==> src/rsc_defs.vh <==
// register map, field layout and encodings for the regulator slot control block
`ifndef RSC_DEFS_VH
`define RSC_DEFS_VH

`define RSC_CTRL_BASE 16'h4068
`define RSC_ON_BASE 16'h4069
`define RSC_SLEEP_BASE 16'h406a
`define RSC_REG_STRIDE 3
`define RSC_IRQ_STATUS 16'h4100
`define RSC_IRQ_MASK 16'h4101

`define RSC_CTRL_RESET 16'h0200
`define RSC_ON_RESET 16'h0000
`define RSC_SLEEP_RESET 16'h0000
`define RSC_CTRL_WMASK 16'hdfc1
`define RSC_ON_WMASK 16'he11f
`define RSC_SLEEP_WMASK 16'he11f

`define RSC_UV_ACT_HI 15
`define RSC_UV_ACT_LO 14
`define RSC_HWC_SRC_HI 12
`define RSC_HWC_SRC_LO 11
`define RSC_HWC_VSEL_BIT 10
`define RSC_HWC_MODE_HI 9
`define RSC_HWC_MODE_LO 8
`define RSC_FLOAT_BIT 7
`define RSC_SWITCH_BIT 6
`define RSC_LP_VAR_BIT 0
`define RSC_SLOT_HI 15
`define RSC_SLOT_LO 13
`define RSC_MODE_BIT 8
`define RSC_VSEL_HI 4
`define RSC_VSEL_LO 0

`define RSC_UV_SHUT_REG 2'h1
`define RSC_UV_RESET_DEV 2'h2
`define RSC_HWC_SRC_1 2'h1
`define RSC_HWC_SRC_2 2'h2
`define RSC_HWC_SRC_ANY 2'h3
`define RSC_HWC_MODE_OFF 2'h1
`define RSC_HWC_MODE_ON 2'h3

`define RSC_SLOT_NEVER 3'h0
`define RSC_SLOT_HWEN1 3'h6
`define RSC_SLOT_HWEN2 3'h7
`define RSC_SLP_TS5_TRANS 3'h0
`define RSC_SLP_TS3_TRANS 3'h6
`define RSC_SLP_TS1_TRANS 3'h7
`define RSC_SLP_DIS_BASE 3'h6
`define RSC_TS1 3'h1
`define RSC_TS3 3'h3
`define RSC_TS5 3'h5

`endif

==> src/rsc_sync.v <==
// two-stage synchroniser for asynchronous level inputs
`timescale 1ns/1ns
`default_nettype none
module rsc_sync #(
	parameter WIDTH = 1
) (
	input wire i_clk,
	input wire i_sys_rst,
	input wire [WIDTH-1:0] i_async,
	output wire [WIDTH-1:0] o_sync
);
	reg [WIDTH-1:0] meta_r;
	reg [WIDTH-1:0] sync_r;

	always @(posedge i_clk) begin
		if (i_sys_rst) begin
			meta_r <= {WIDTH{1'b0}};
			sync_r <= {WIDTH{1'b0}};
		end else begin
			meta_r <= i_async;
			sync_r <= meta_r;
		end
	end

	assign o_sync = sync_r;
endmodule // rsc_sync
`default_nettype wire

==> src/rsc_out_sel.v <==
// per-regulator output selection: voltage code, mode and enable from state and hardware control
`timescale 1ns/1ns
`default_nettype none
`include "rsc_defs.vh"
module rsc_out_sel (
	input wire i_clk,
	input wire i_sys_rst,
	input wire [15:0] i_ctrl,
	input wire [15:0] i_on_cfg,
	input wire [15:0] i_sleep_cfg,
	input wire i_enabled,
	input wire i_sleeping,
	input wire i_hwc_active,
	output reg o_en,
	output reg [4:0] o_vsel,
	output reg o_low_power,
	output reg o_lp_variant,
	output reg o_float,
	output reg o_switch
);
	wire [1:0] hwc_mode = i_ctrl[`RSC_HWC_MODE_HI:`RSC_HWC_MODE_LO];
	wire [4:0] on_v = i_on_cfg[`RSC_VSEL_HI:`RSC_VSEL_LO];
	wire [4:0] slp_v = i_sleep_cfg[`RSC_VSEL_HI:`RSC_VSEL_LO];
	reg en_nxt;
	reg [4:0] vsel_nxt;
	reg lp_nxt;

	always @* begin
		en_nxt = i_enabled;
		vsel_nxt = on_v;
		lp_nxt = i_on_cfg[`RSC_MODE_BIT];
		if (i_hwc_active) begin
			vsel_nxt = i_ctrl[`RSC_HWC_VSEL_BIT] ? slp_v : on_v;
			case (hwc_mode)
				`RSC_HWC_MODE_OFF: begin
					en_nxt = 1'b0;
					lp_nxt = 1'b0;
				end
				`RSC_HWC_MODE_ON: begin
					lp_nxt = i_on_cfg[`RSC_MODE_BIT];
				end
				default: begin
					lp_nxt = 1'b1;
				end
			endcase
		end else if (i_sleeping) begin
			vsel_nxt = slp_v;
			lp_nxt = i_sleep_cfg[`RSC_MODE_BIT];
		end
	end

	always @(posedge i_clk) begin
		if (i_sys_rst) begin
			o_en <= 1'b0;
			o_vsel <= 5'h00;
			o_low_power <= 1'b0;
			o_lp_variant <= 1'b0;
			o_float <= 1'b0;
			o_switch <= 1'b0;
		end else begin
			o_en <= en_nxt;
			o_vsel <= vsel_nxt;
			o_low_power <= lp_nxt;
			o_lp_variant <= i_ctrl[`RSC_LP_VAR_BIT];
			o_float <= i_ctrl[`RSC_FLOAT_BIT];
			o_switch <= i_ctrl[`RSC_SWITCH_BIT];
		end
	end
endmodule // rsc_out_sel
`default_nettype wire

==> src/rsc_regulator_slot_control.v <==
// register file, sequencing state and undervoltage handling for six regulator slots
//
// The strobed register port was decided locally.
`timescale 1ns/1ns
`default_nettype none
`include "rsc_defs.vh"
module rsc_regulator_slot_control #(
	parameter NREG = 6
) (
	input wire i_clk,
	input wire i_sys_rst,
	input wire [15:0] i_addr,
	input wire [15:0] i_wdata,
	input wire i_wr,
	input wire i_rd,
	output wire [15:0] o_rdata,
	input wire i_otp_load,
	input wire [3*NREG-1:0] i_otp_on_slot,
	input wire [5*NREG-1:0] i_otp_on_vsel,
	input wire i_seq_stb,
	input wire i_seq_shutdown,
	input wire [2:0] i_seq_slot,
	input wire i_hardware_control_input_1,
	input wire i_hardware_control_input_2,
	input wire i_hw_enable_1,
	input wire i_hw_enable_2,
	input wire [NREG-1:0] i_undervoltage,
	output wire [NREG-1:0] o_reg_en,
	output wire [5*NREG-1:0] o_reg_vsel,
	output wire [NREG-1:0] o_reg_low_power,
	output wire [NREG-1:0] o_reg_lp_variant,
	output wire [NREG-1:0] o_reg_float,
	output wire [NREG-1:0] o_reg_switch,
	output wire o_dev_reset_req,
	output wire o_irq
);
	// pins from outside the clock domain
	wire [NREG+3:0] pins_sync;
	wire hwc1_s;
	wire hwc2_s;
	wire hwen1_s;
	wire hwen2_s;
	wire [NREG-1:0] uv_s;

	rsc_sync #(
		.WIDTH(NREG+4)
	) u_pin_sync (
		.i_clk(i_clk),
		.i_sys_rst(i_sys_rst),
		.i_async({i_undervoltage, i_hw_enable_2, i_hw_enable_1,
			i_hardware_control_input_2, i_hardware_control_input_1}),
		.o_sync(pins_sync)
	);

	assign hwc1_s = pins_sync[0];
	assign hwc2_s = pins_sync[1];
	assign hwen1_s = pins_sync[2];
	assign hwen2_s = pins_sync[3];
	assign uv_s = pins_sync[NREG+3:4];

	// edge detect on the already synchronised level
	reg [NREG-1:0] uv_prev_r;
	wire [NREG-1:0] uv_event = uv_s & ~uv_prev_r;

	always @(posedge i_clk) begin
		if (i_sys_rst) begin
			uv_prev_r <= {NREG{1'b0}};
		end else begin
			uv_prev_r <= uv_s;
		end
	end

	// interrupt status and mask
	reg [NREG-1:0] irq_status_r;
	reg [NREG-1:0] irq_mask_r;
	wire hit_status = (i_addr == `RSC_IRQ_STATUS);
	wire hit_mask = (i_addr == `RSC_IRQ_MASK);
	wire [NREG-1:0] status_clr = (i_wr && hit_status) ? i_wdata[NREG-1:0] : {NREG{1'b0}};

	always @(posedge i_clk) begin
		if (i_sys_rst) begin
			irq_status_r <= {NREG{1'b0}};
			irq_mask_r <= {NREG{1'b0}};
		end else begin
			// a new event beats a clear in the same cycle
			irq_status_r <= (irq_status_r & ~status_clr) | uv_event;
			if (i_wr && hit_mask) begin
				irq_mask_r <= i_wdata[NREG-1:0];
			end
		end
	end

	assign o_irq = |(irq_status_r & irq_mask_r);

	// device reset request, one cycle per cycle with an offending event; simultaneous events share one pulse
	wire [NREG-1:0] uv_reset_hit;
	reg dev_reset_r;

	always @(posedge i_clk) begin
		if (i_sys_rst) begin
			dev_reset_r <= 1'b0;
		end else begin
			dev_reset_r <= |uv_reset_hit;
		end
	end

	assign o_dev_reset_req = dev_reset_r;

	// per-regulator registers and state
	wire [16*NREG-1:0] rd_bus;
	wire [NREG-1:0] rd_hit;

	// per-regulator sequencing states, one-hot
	localparam [2:0] ST_OFF = 3'h1;
	localparam [2:0] ST_ON = 3'h2;
	localparam [2:0] ST_SLEEP = 3'h4;

	genvar g;
	generate
		for (g = 0; g < NREG; g = g + 1) begin : g_reg
			localparam integer A_CTRL = `RSC_CTRL_BASE + g * `RSC_REG_STRIDE;
			localparam integer A_ON = `RSC_ON_BASE + g * `RSC_REG_STRIDE;
			localparam integer A_SLP = `RSC_SLEEP_BASE + g * `RSC_REG_STRIDE;
			wire hit_ctrl = (i_addr == A_CTRL[15:0]);
			wire hit_on = (i_addr == A_ON[15:0]);
			wire hit_slp = (i_addr == A_SLP[15:0]);
			reg [15:0] ctrl_r;
			reg [15:0] on_r;
			reg [15:0] slp_r;
			reg [2:0] state_r;
			reg [2:0] state_nxt;
			reg uv_off_r;
			reg uv_shut;
			reg uv_reset;
			wire en_state = (state_r == ST_ON) || (state_r == ST_SLEEP);
			wire sleep_state = (state_r == ST_SLEEP);
			wire [2:0] on_slot = on_r[`RSC_SLOT_HI:`RSC_SLOT_LO];
			wire [2:0] slp_slot = slp_r[`RSC_SLOT_HI:`RSC_SLOT_LO];
			wire [1:0] uv_act = ctrl_r[`RSC_UV_ACT_HI:`RSC_UV_ACT_LO];
			wire [1:0] hwc_src = ctrl_r[`RSC_HWC_SRC_HI:`RSC_HWC_SRC_LO];
			wire hw_assigned = (on_slot == `RSC_SLOT_HWEN1) || (on_slot == `RSC_SLOT_HWEN2);
			wire hwen_level = (on_slot == `RSC_SLOT_HWEN1) ? hwen1_s : hwen2_s;
			wire [2:0] dis_slot = `RSC_SLP_DIS_BASE - slp_slot;
			wire slp_coded = (slp_slot != `RSC_SLP_TS5_TRANS) && (slp_slot < `RSC_SLP_TS3_TRANS);
			wire startup_hit = i_seq_stb && !i_seq_shutdown;
			wire shutdown_hit = i_seq_stb && i_seq_shutdown;
			reg hwc_active;
			reg to_sleep;
			reg to_off;

			// hardware control source
			always @* begin
				case (hwc_src)
					`RSC_HWC_SRC_1: hwc_active = hwc1_s;
					`RSC_HWC_SRC_2: hwc_active = hwc2_s;
					`RSC_HWC_SRC_ANY: hwc_active = hwc1_s | hwc2_s;
					default: hwc_active = 1'b0;
				endcase
			end

			// shutdown timeslot decode
			always @* begin
				to_sleep = 1'b0;
				to_off = 1'b0;
				if (shutdown_hit) begin
					case (slp_slot)
						`RSC_SLP_TS5_TRANS: to_sleep = (i_seq_slot == `RSC_TS5);
						`RSC_SLP_TS3_TRANS: to_sleep = (i_seq_slot == `RSC_TS3);
						`RSC_SLP_TS1_TRANS: to_sleep = (i_seq_slot == `RSC_TS1);
						default: begin
							if (slp_coded && i_seq_slot == dis_slot) begin
								if (hw_assigned) begin
									to_sleep = 1'b1;
								end else begin
									to_off = 1'b1;
								end
							end
						end
					endcase
				end
			end

			// undervoltage action decode; reserved 11 behaves as ignore
			always @* begin
				uv_shut = 1'b0;
				uv_reset = 1'b0;
				case (uv_act)
					`RSC_UV_SHUT_REG: begin
						uv_shut = uv_event[g];
					end
					`RSC_UV_RESET_DEV: begin
						uv_reset = uv_event[g];
					end
					default: begin
						uv_shut = 1'b0;
						uv_reset = 1'b0;
					end
				endcase
			end

			assign uv_reset_hit[g] = uv_reset;

			// registers: software writes, OTP load of on slot and voltage
			always @(posedge i_clk) begin
				if (i_sys_rst) begin
					ctrl_r <= `RSC_CTRL_RESET;
					on_r <= `RSC_ON_RESET;
					slp_r <= `RSC_SLEEP_RESET;
				end else begin
					if (i_wr && hit_ctrl) begin
						ctrl_r <= i_wdata & `RSC_CTRL_WMASK;
					end
					if (i_otp_load) begin
						// otp wins over a simultaneous software write
						on_r[`RSC_SLOT_HI:`RSC_SLOT_LO] <= i_otp_on_slot[3*g+2:3*g];
						on_r[`RSC_VSEL_HI:`RSC_VSEL_LO] <= i_otp_on_vsel[5*g+4:5*g];
					end else if (i_wr && hit_on) begin
						on_r <= i_wdata & `RSC_ON_WMASK;
					end
					if (i_wr && hit_slp) begin
						slp_r <= i_wdata & `RSC_SLEEP_WMASK;
					end
				end
			end

			// sequencing state: off, on or sleeping
			always @* begin
				state_nxt = state_r;
				if (hw_assigned) begin
					// dropping the enable level also ends sleep
					if (!hwen_level) begin
						state_nxt = ST_OFF;
					end else if (to_sleep) begin
						state_nxt = ST_SLEEP;
					end else if (state_r == ST_OFF) begin
						state_nxt = ST_ON;
					end
				end else if (on_slot == `RSC_SLOT_NEVER) begin
					state_nxt = ST_OFF;
				end else if (startup_hit && i_seq_slot == on_slot) begin
					state_nxt = ST_ON;
				end else begin
					case (state_r)
						ST_ON: begin
							if (to_off) begin
								state_nxt = ST_OFF;
							end else if (to_sleep) begin
								state_nxt = ST_SLEEP;
							end
						end
						ST_SLEEP: begin
							if (to_off) begin
								state_nxt = ST_OFF;
							end
						end
						ST_OFF: begin
							state_nxt = ST_OFF;
						end
						default: begin
							state_nxt = ST_OFF;
						end
					endcase
				end
			end

			always @(posedge i_clk) begin
				if (i_sys_rst) begin
					state_r <= ST_OFF;
					uv_off_r <= 1'b0;
				end else begin
					state_r <= state_nxt;
					// a new event beats a clear of its status bit
					if (uv_shut) begin
						uv_off_r <= 1'b1;
					end else if (status_clr[g]) begin
						uv_off_r <= 1'b0;
					end
				end
			end

			rsc_out_sel u_out (
				.i_clk(i_clk),
				.i_sys_rst(i_sys_rst),
				.i_ctrl(ctrl_r),
				.i_on_cfg(on_r),
				.i_sleep_cfg(slp_r),
				.i_enabled(en_state && !uv_off_r),
				.i_sleeping(sleep_state),
				.i_hwc_active(hwc_active),
				.o_en(o_reg_en[g]),
				.o_vsel(o_reg_vsel[5*g+4:5*g]),
				.o_low_power(o_reg_low_power[g]),
				.o_lp_variant(o_reg_lp_variant[g]),
				.o_float(o_reg_float[g]),
				.o_switch(o_reg_switch[g])
			);

			assign rd_hit[g] = hit_ctrl | hit_on | hit_slp;
			assign rd_bus[16*g+15:16*g] = hit_ctrl ? ctrl_r : hit_on ? on_r : hit_slp ? slp_r : 16'h0000;
		end
	endgenerate

	// read data, valid only in the cycle after the strobe
	reg [15:0] rdata_r;
	reg [15:0] rd_mux;
	integer k;
	wire rd_mapped = (|rd_hit) | hit_status | hit_mask;

	always @* begin
		rd_mux = 16'h0000;
		for (k = 0; k < NREG; k = k + 1) begin
			rd_mux = rd_mux | rd_bus[16*k +: 16];
		end
		if (hit_status) begin
			rd_mux = {{(16-NREG){1'b0}}, irq_status_r};
		end else if (hit_mask) begin
			rd_mux = {{(16-NREG){1'b0}}, irq_mask_r};
		end
	end

	always @(posedge i_clk) begin
		if (i_sys_rst) begin
			rdata_r <= 16'h0000;
		end else begin
			// unmapped addresses read zero
			rdata_r <= (i_rd && rd_mapped) ? rd_mux : 16'h0000;
		end
	end

	assign o_rdata = rdata_r;
endmodule // rsc_regulator_slot_control
`default_nettype wire

==> config.mk <==
export PLATFORM = sky130hd
export DESIGN_NAME = rsc_regulator_slot_control
export DESIGN_NICKNAME = d
export VERILOG_FILES = /design/src/rsc_sync.v /design/src/rsc_out_sel.v /design/src/rsc_regulator_slot_control.v
export VERILOG_INCLUDE_DIRS = /design/src /design/src/src
export SDC_FILE = /design/constraint.sdc
export NUM_CORES = 1
export LEC_CHECK = 0
export BUFFER_PORTS_ARGS = -buffer_cell sky130_fd_sc_hd__buf_2
export CAP_MARGIN = 5
export CORE_MARGIN = 3
export CORE_UTILIZATION = 40
export DETAILED_ROUTE_END_ITERATION = 12
export SLEW_MARGIN = 5
export SYNTH_ARGS = -nofsm -noshare
export SYNTH_HDL_FRONTEND = slang
export SYNTH_SLANG_ARGS = --single-unit
==> constraint.sdc <==
create_clock -name i_clk -period 3.43 [get_ports i_clk]
set_input_delay 0.1715 -clock i_clk [delete_from_list [all_inputs] [get_ports i_clk]]
set_output_delay 0.1715 -clock i_clk [all_outputs]
set_load 0.1 [all_outputs]
# == After elaboration in Yosys (flattened, before gate mapping) ==
# Index checks and enable logic that the tools add are counted.
# op_classes
eq_ne,137
addsub,6
n_mux,231
n_lt_le_gt_ge,6
reduce_logical,119
n_bitwise,28
# ops
op,count
$mux 16,24
$eq 16x15->1 const B,20
$mux 3,60
$mux 5,24
$mux 1,96
$eq 3x3->1 const B,31
$or 16x16->16,5
$eq 2x2->1 const B,24
$logic_and 1x1->1,47
$eq 2x1->1 const B,18
$eq 3x3->1,12
$logic_not 3->1,12
$ne 6x4->1 const B,6
$pmux 1 s3,12
$pmux 3 s2,6
$ne 5x1->1 const B,6
$ne 4x2->1 const B,6
$reduce_bool 2->1,12
$eq 3x1->1 const B,7
$eq 3x2->1 const B,7
$and 6x6->6,3
$lt 3x3->1 const B,6
$mux 6,3
$reduce_and 3->1,6
other kinds (14),74
# word_totals
out_inout_bits,78
inputBits,100
elab_cells,607
register_bits,307

# == Longest topological paths before layout ==
# logic_depth
depth_word,12
depth_mapped,9
ltp_nobuf,8

# == Hierarchy ==
# From an unflattened synthesis, not the netlist that was laid out.
# unflattened
cells_unflattened,1862
hier_area_um2,15247.1
# modules_own_cells
mod,instances,cells_per_inst,seq_area_each_um2,area_per_inst_um2
rsc_regulator_slot_control,1,1592,4544.4,12181.7
rsc_out_sel,6,38,200.2,407.9
rsc_sync,1,42,400.4,618.1

# == Worst setup path before layout ==
# OpenSTA, ideal clock, no wires.
# synth_path
kind,register to register
startpoint,register g_reg[1].slp_r[14]
endpoint,register g_reg[1].state_r[0]
synth_period_minus_slack_ns,2.291
path_slack_ns,1.139
t_arrival_ns,2.166
n_path_buf,0
stages_incl_launch_ff,9
path_cell_list,dfxtp_1 -> inv_1 -> ha_1 -> xnor2_1 -> nor3_1 -> a2bb2oi_1 -> a2111oi_0 -> nor4bb_1 -> a2111o_1
# synth_between
elab_chain_cells,11
elab_cells_between_ends,27
classes_between,add/sub: 1; order compare: 1; eq/ne: 6; mux: 13; reduce/logical: 6
# synth_rtl
item,line_no,text
"start, declared",rsc_regulator_slot_control.v:129,reg [15:0] slp_r;
"start signal, assigned",rsc_regulator_slot_control.v:208,slp_r <= `RSC_SLEEP_RESET;
"start signal, assigned",rsc_regulator_slot_control.v:221,slp_r <= i_wdata & `RSC_SLEEP_WMASK;
"$sub 3x3->3 (no source line), or another cell as far along",-,
$eq 3x3->1 or $logic_and 1x1->1 (tied branches),"rsc_regulator_slot_control.v:171, rsc_regulator_slot_control.v:144",
$logic_and 1x1->1,rsc_regulator_slot_control.v:171,if (slp_coded && i_seq_slot == dis_slot) begin
$mux 1,rsc_regulator_slot_control.v:171,
$mux 1,rsc_regulator_slot_control.v:166,case (slp_slot)
$mux 1,rsc_regulator_slot_control.v:165,if (shutdown_hit) begin
$mux 3,rsc_regulator_slot_control.v:245,if (to_off) begin
$pmux 3 s2,rsc_regulator_slot_control.v:243,case (state_r)
$mux 3,rsc_regulator_slot_control.v:240,end else if (startup_hit && i_seq_slot == on_slot) begin
$mux 3,rsc_regulator_slot_control.v:238,end else if (on_slot == `RSC_SLOT_NEVER) begin
$mux 3,rsc_regulator_slot_control.v:229,if (hw_assigned) begin
"end signal, assigned",rsc_regulator_slot_control.v:271,state_r <= state_nxt;
"end, declared",rsc_regulator_slot_control.v:130,reg [2:0] state_r;
# Parallel ways exist; a longest one is shown, timed or not.
# A chain may end at the register's enable or synchronous reset.

# == Final worst setup path ==
# Ends and elaborated chain as after synthesis.

==> impl_metrics.toml <==
[route]
avgViaCountPerCell = 5.850
dr.pass1.iters = 6
wl_per_cell_microns = 22.06
remaining_drc_errors = 0
final_antenna_net_count = 0
drtIter0Drc = 1473
drt_wl_total_mm = 55.59
dr_total_vias = 14740

[synthesis]
avgSynthCellArea_sq_um = 8.206
ys_async_sr_fraction = 0
synth-edff-count = 0
synthCells = 1839
synth_cell_types = 85
syn_nets = 1963
yosysSeqAreaShare = 0.4073
synth_area_sq_um = 15090
synth_ff_type = "dfxtp_1"
synth_seq_cells = 307
yosysWarningCount = 0

[sta]
tns_ns = 0
skew_ns = 0.01832
rsz0062_at_grt = "no"
tightest_slew_ns = 1.121
fmax_mhz = 351.3
setup_viol = 0
slew_headroom = 0.2529
min_period_over_period = 0.8299
hold_violations = 0
setup_ws_ns = 0.5834
fin_crit_ns = 2.847
slew_viol_final = 0

[clock_network]
clk_pin_slew_worst_paths_ns = 0.06
cts_root_buf = "clkbuf_16"
post_cts_buffers = 0
clk_latency_ns = 0.53
tritoncts = "yes"
postCtsHoldBufs = 59
clockBufferDepth = 3
cts.sinks = 307
numCtsBuffers = 36
post_cts_resized = 0
htreeDepth = 2

[global_routing]
grt_pass1_wl_mm = 83.92
grt_max_degree = 114
grt_antenna_before_repair = 1
grtUsageTotal = 0.2653
grt-ovfl-total = 0
first_global_vias = 13910

[setup_path]
crit_arrival_ns = 3.25
cp-start-kind = "register"
crit_type = "register to register"
crit_required_ns = 3.83
end_kind = "register"
ff2ff_setup_slack_ns = 0.58
path_max_fanout = 9

[finish]
final_nets = 2116
fin_cells = 2520
area_growth_pct = 19.71
seqCellArea_sq_um = 6146
num-fill-cells = 3544
diodes = 0
drive_above_1_share = 0.1543
multi_input_area_sq_um = 8074

[pwr]
p_switching_mw = 2.159
peakVddDrop_uv = 381.8
power_leakage_nw = 7.107
power_frac_comb = 0.081
p_clk_frac = 0.484
swShare = 0.2522
power_frac_seq = 0.435
power_density_nw_per_um2 = 473.9
intPower_mw = 6.402

[die]
coreArea_sq_um = 36870
die_h_microns = 200.2
die_x_microns = 200.2
start_util = 0.4093
pin_count = 178
rows = 70
die-area_sq_um = 40090

[place]
post-dp-hpwl_mm = 38.81
routabilityCongestion = 0.9390
numPortBuffers = 177
pre_cts_slack_ns = 0.6307
post-place-cells = 2399

[worst_hold_path]
hold_class = "primary input to register"

[run_status]
outcome = "complete, no violations"

[flow_run]
drv_cap = 0
==> per-stage QoR <==
step           instance area, sq um    util  total power, mW  hold slack (ns)
2_1_floorplan                 15090       -            4.197           0.2957
3_3_place_gp                  16190  0.4392            4.429           0.3785
3_5_place_dp                  16190  0.4392            4.429           0.3841
4_1_cts                       18060  0.4899            8.597         0.008825
5_1_grt                       18060  0.4899            8.803          0.01865
6_report                      18060  0.4899            8.561          0.01197
==> cells in the final DEF (no fill, tap or decap), types with 49 or more instances in the layout <==
cell type / count
a21oi_1: 162
a22oi_1: 52
a311oi_1: 49
buf_2: 175
dfxtp_1: 307
dlygate4sd3_1: 59
mux2i_1: 55
nand2_1: 296
nand3_1: 131
nor2_1: 148
nor2b_1: 63
==> cell type report <==
type | instances | area share
Multi-Input combinational cell | 1337 | 0.4469
Timing Repair Buffer | 274 | 0.09953
Inverter | 36 | 0.007480
Clock buffer | 47 | 0.05783
Sequential cell | 307 | 0.3402
Tap cell | 504 | 0.03491
Clock inverter | 15 | 0.01309
==> metal layers <==
metal | up-vias | global-route usage | wire, microns
met5 | - | 0 | 13
met3 | 149 | 0.04713 | 4848
met4 | 2 | 0.1114 | 2539
met2 | 712 | 0.4228 | 24940
li1 | 6861 | - | -
met1 | 7017 | 0.3556 | 23250
==> power by group through the flow <==
stage / logic (mW) / clock network [mW] / registers [mW]
2_1_floorplan: 0.333 / 0 / 3.86
3_3_place_gp: 0.626 / 0 / 3.80
3_5_place_dp: 0.628 / 0 / 3.80
4_1_cts: 0.682 / 4.19 / 3.72
5_1_grt: 0.740 / 4.33 / 3.73
6_report: 0.691 / 4.14 / 3.73
==> critical path, stage by stage (launching register included) <==
cell,delay [ns]
dfxtp_1,0.55
inv_1,0.12
ha_1,0.32
xnor2_1,0.12
nor3_1,0.23
a2bb2oi_1,0.11
a2111oi_0,0.70
nor4bb_1,0.17
a2111o_1,0.39
==> flip-flops by register name, indices dropped and copies added, names as in the netlist, 10 cells and up <==
register           cells
g.ctrl_r              60
u_pin_sync.meta_r     10
o_rdata               16
g.u_out.o_vsel        30
g.slp_r               54
u_pin_sync.o_sync     10
g.state_r             18
g.on_r                54
==> synthesized netlist by cell type, drive strengths merged (8+ instances only) <==
library cell	number	area [sq um]
dfxtp	307	6146
nand2	296	1111
a21oi	162	810.8
nor2	150	573.1
nand3	131	655.6
clkbuf	96	360.4
buf	63	385.4
nor2b	63	394.1
mux2i	55	550.5
a22oi	52	390.4
a311oi	50	444.2
inv	36	135.1
nor3	34	210.2
ha	24	300.3
and3	23	143.9
nand2b	17	106.4
xor2	17	148.9
xnor2	16	140.1
nor4	15	127.6
o21ai	15	75.07
nor3b	14	105.1
mux2	13	146.4
a221oi	12	105.1
a22o	12	105.1
nand4	9	56.30
or3	9	56.30
a211oi	8	60.06
a221o	8	80.08
a31oi	8	50.05
a32oi	8	70.07
and2	8	50.05
==> cell families (layout without fill, tap and decap cells) <==
family | Yosys count | after routing | share of synthesized area
multiplexers | 71 | 71 | 0.05066
XOR/XNOR | 35 | 35 | 0.02214
flip-flops | 307 | 307 | 0.4073
AO/OA/AOI/OAI | 402 | 402 | 0.1840
adder cells (fa/ha/maj) | 24 | 24 | 0.01990
AND/OR/NAND/NOR | 805 | 805 | 0.2577
buffers and inverters | 195 | 372 | 0.05837
==> worst paths after layout <==
path / from / endpoint / cells past startpoint
setup / recovery: g_reg[1].slp_r[14]$_SDFFE_PP0P_ / g_reg[1].state_r[0]$_SDFFE_PP1P_ / 8
hold / removal: i_otp_on_vsel[28] / g_reg[5].on_r[3]$_SDFFE_PP0P_ / 3
setup reg to reg: g_reg[1].slp_r[14]$_SDFFE_PP0P_ / g_reg[1].state_r[0]$_SDFFE_PP1P_ / 8
hold reg to reg: u_pin_sync.meta_r[7]$_SDFF_PP0_ / u_pin_sync.o_sync[7]$_SDFF_PP0_ / 1
No activity file was read; power rests on OpenSTA's default activity.
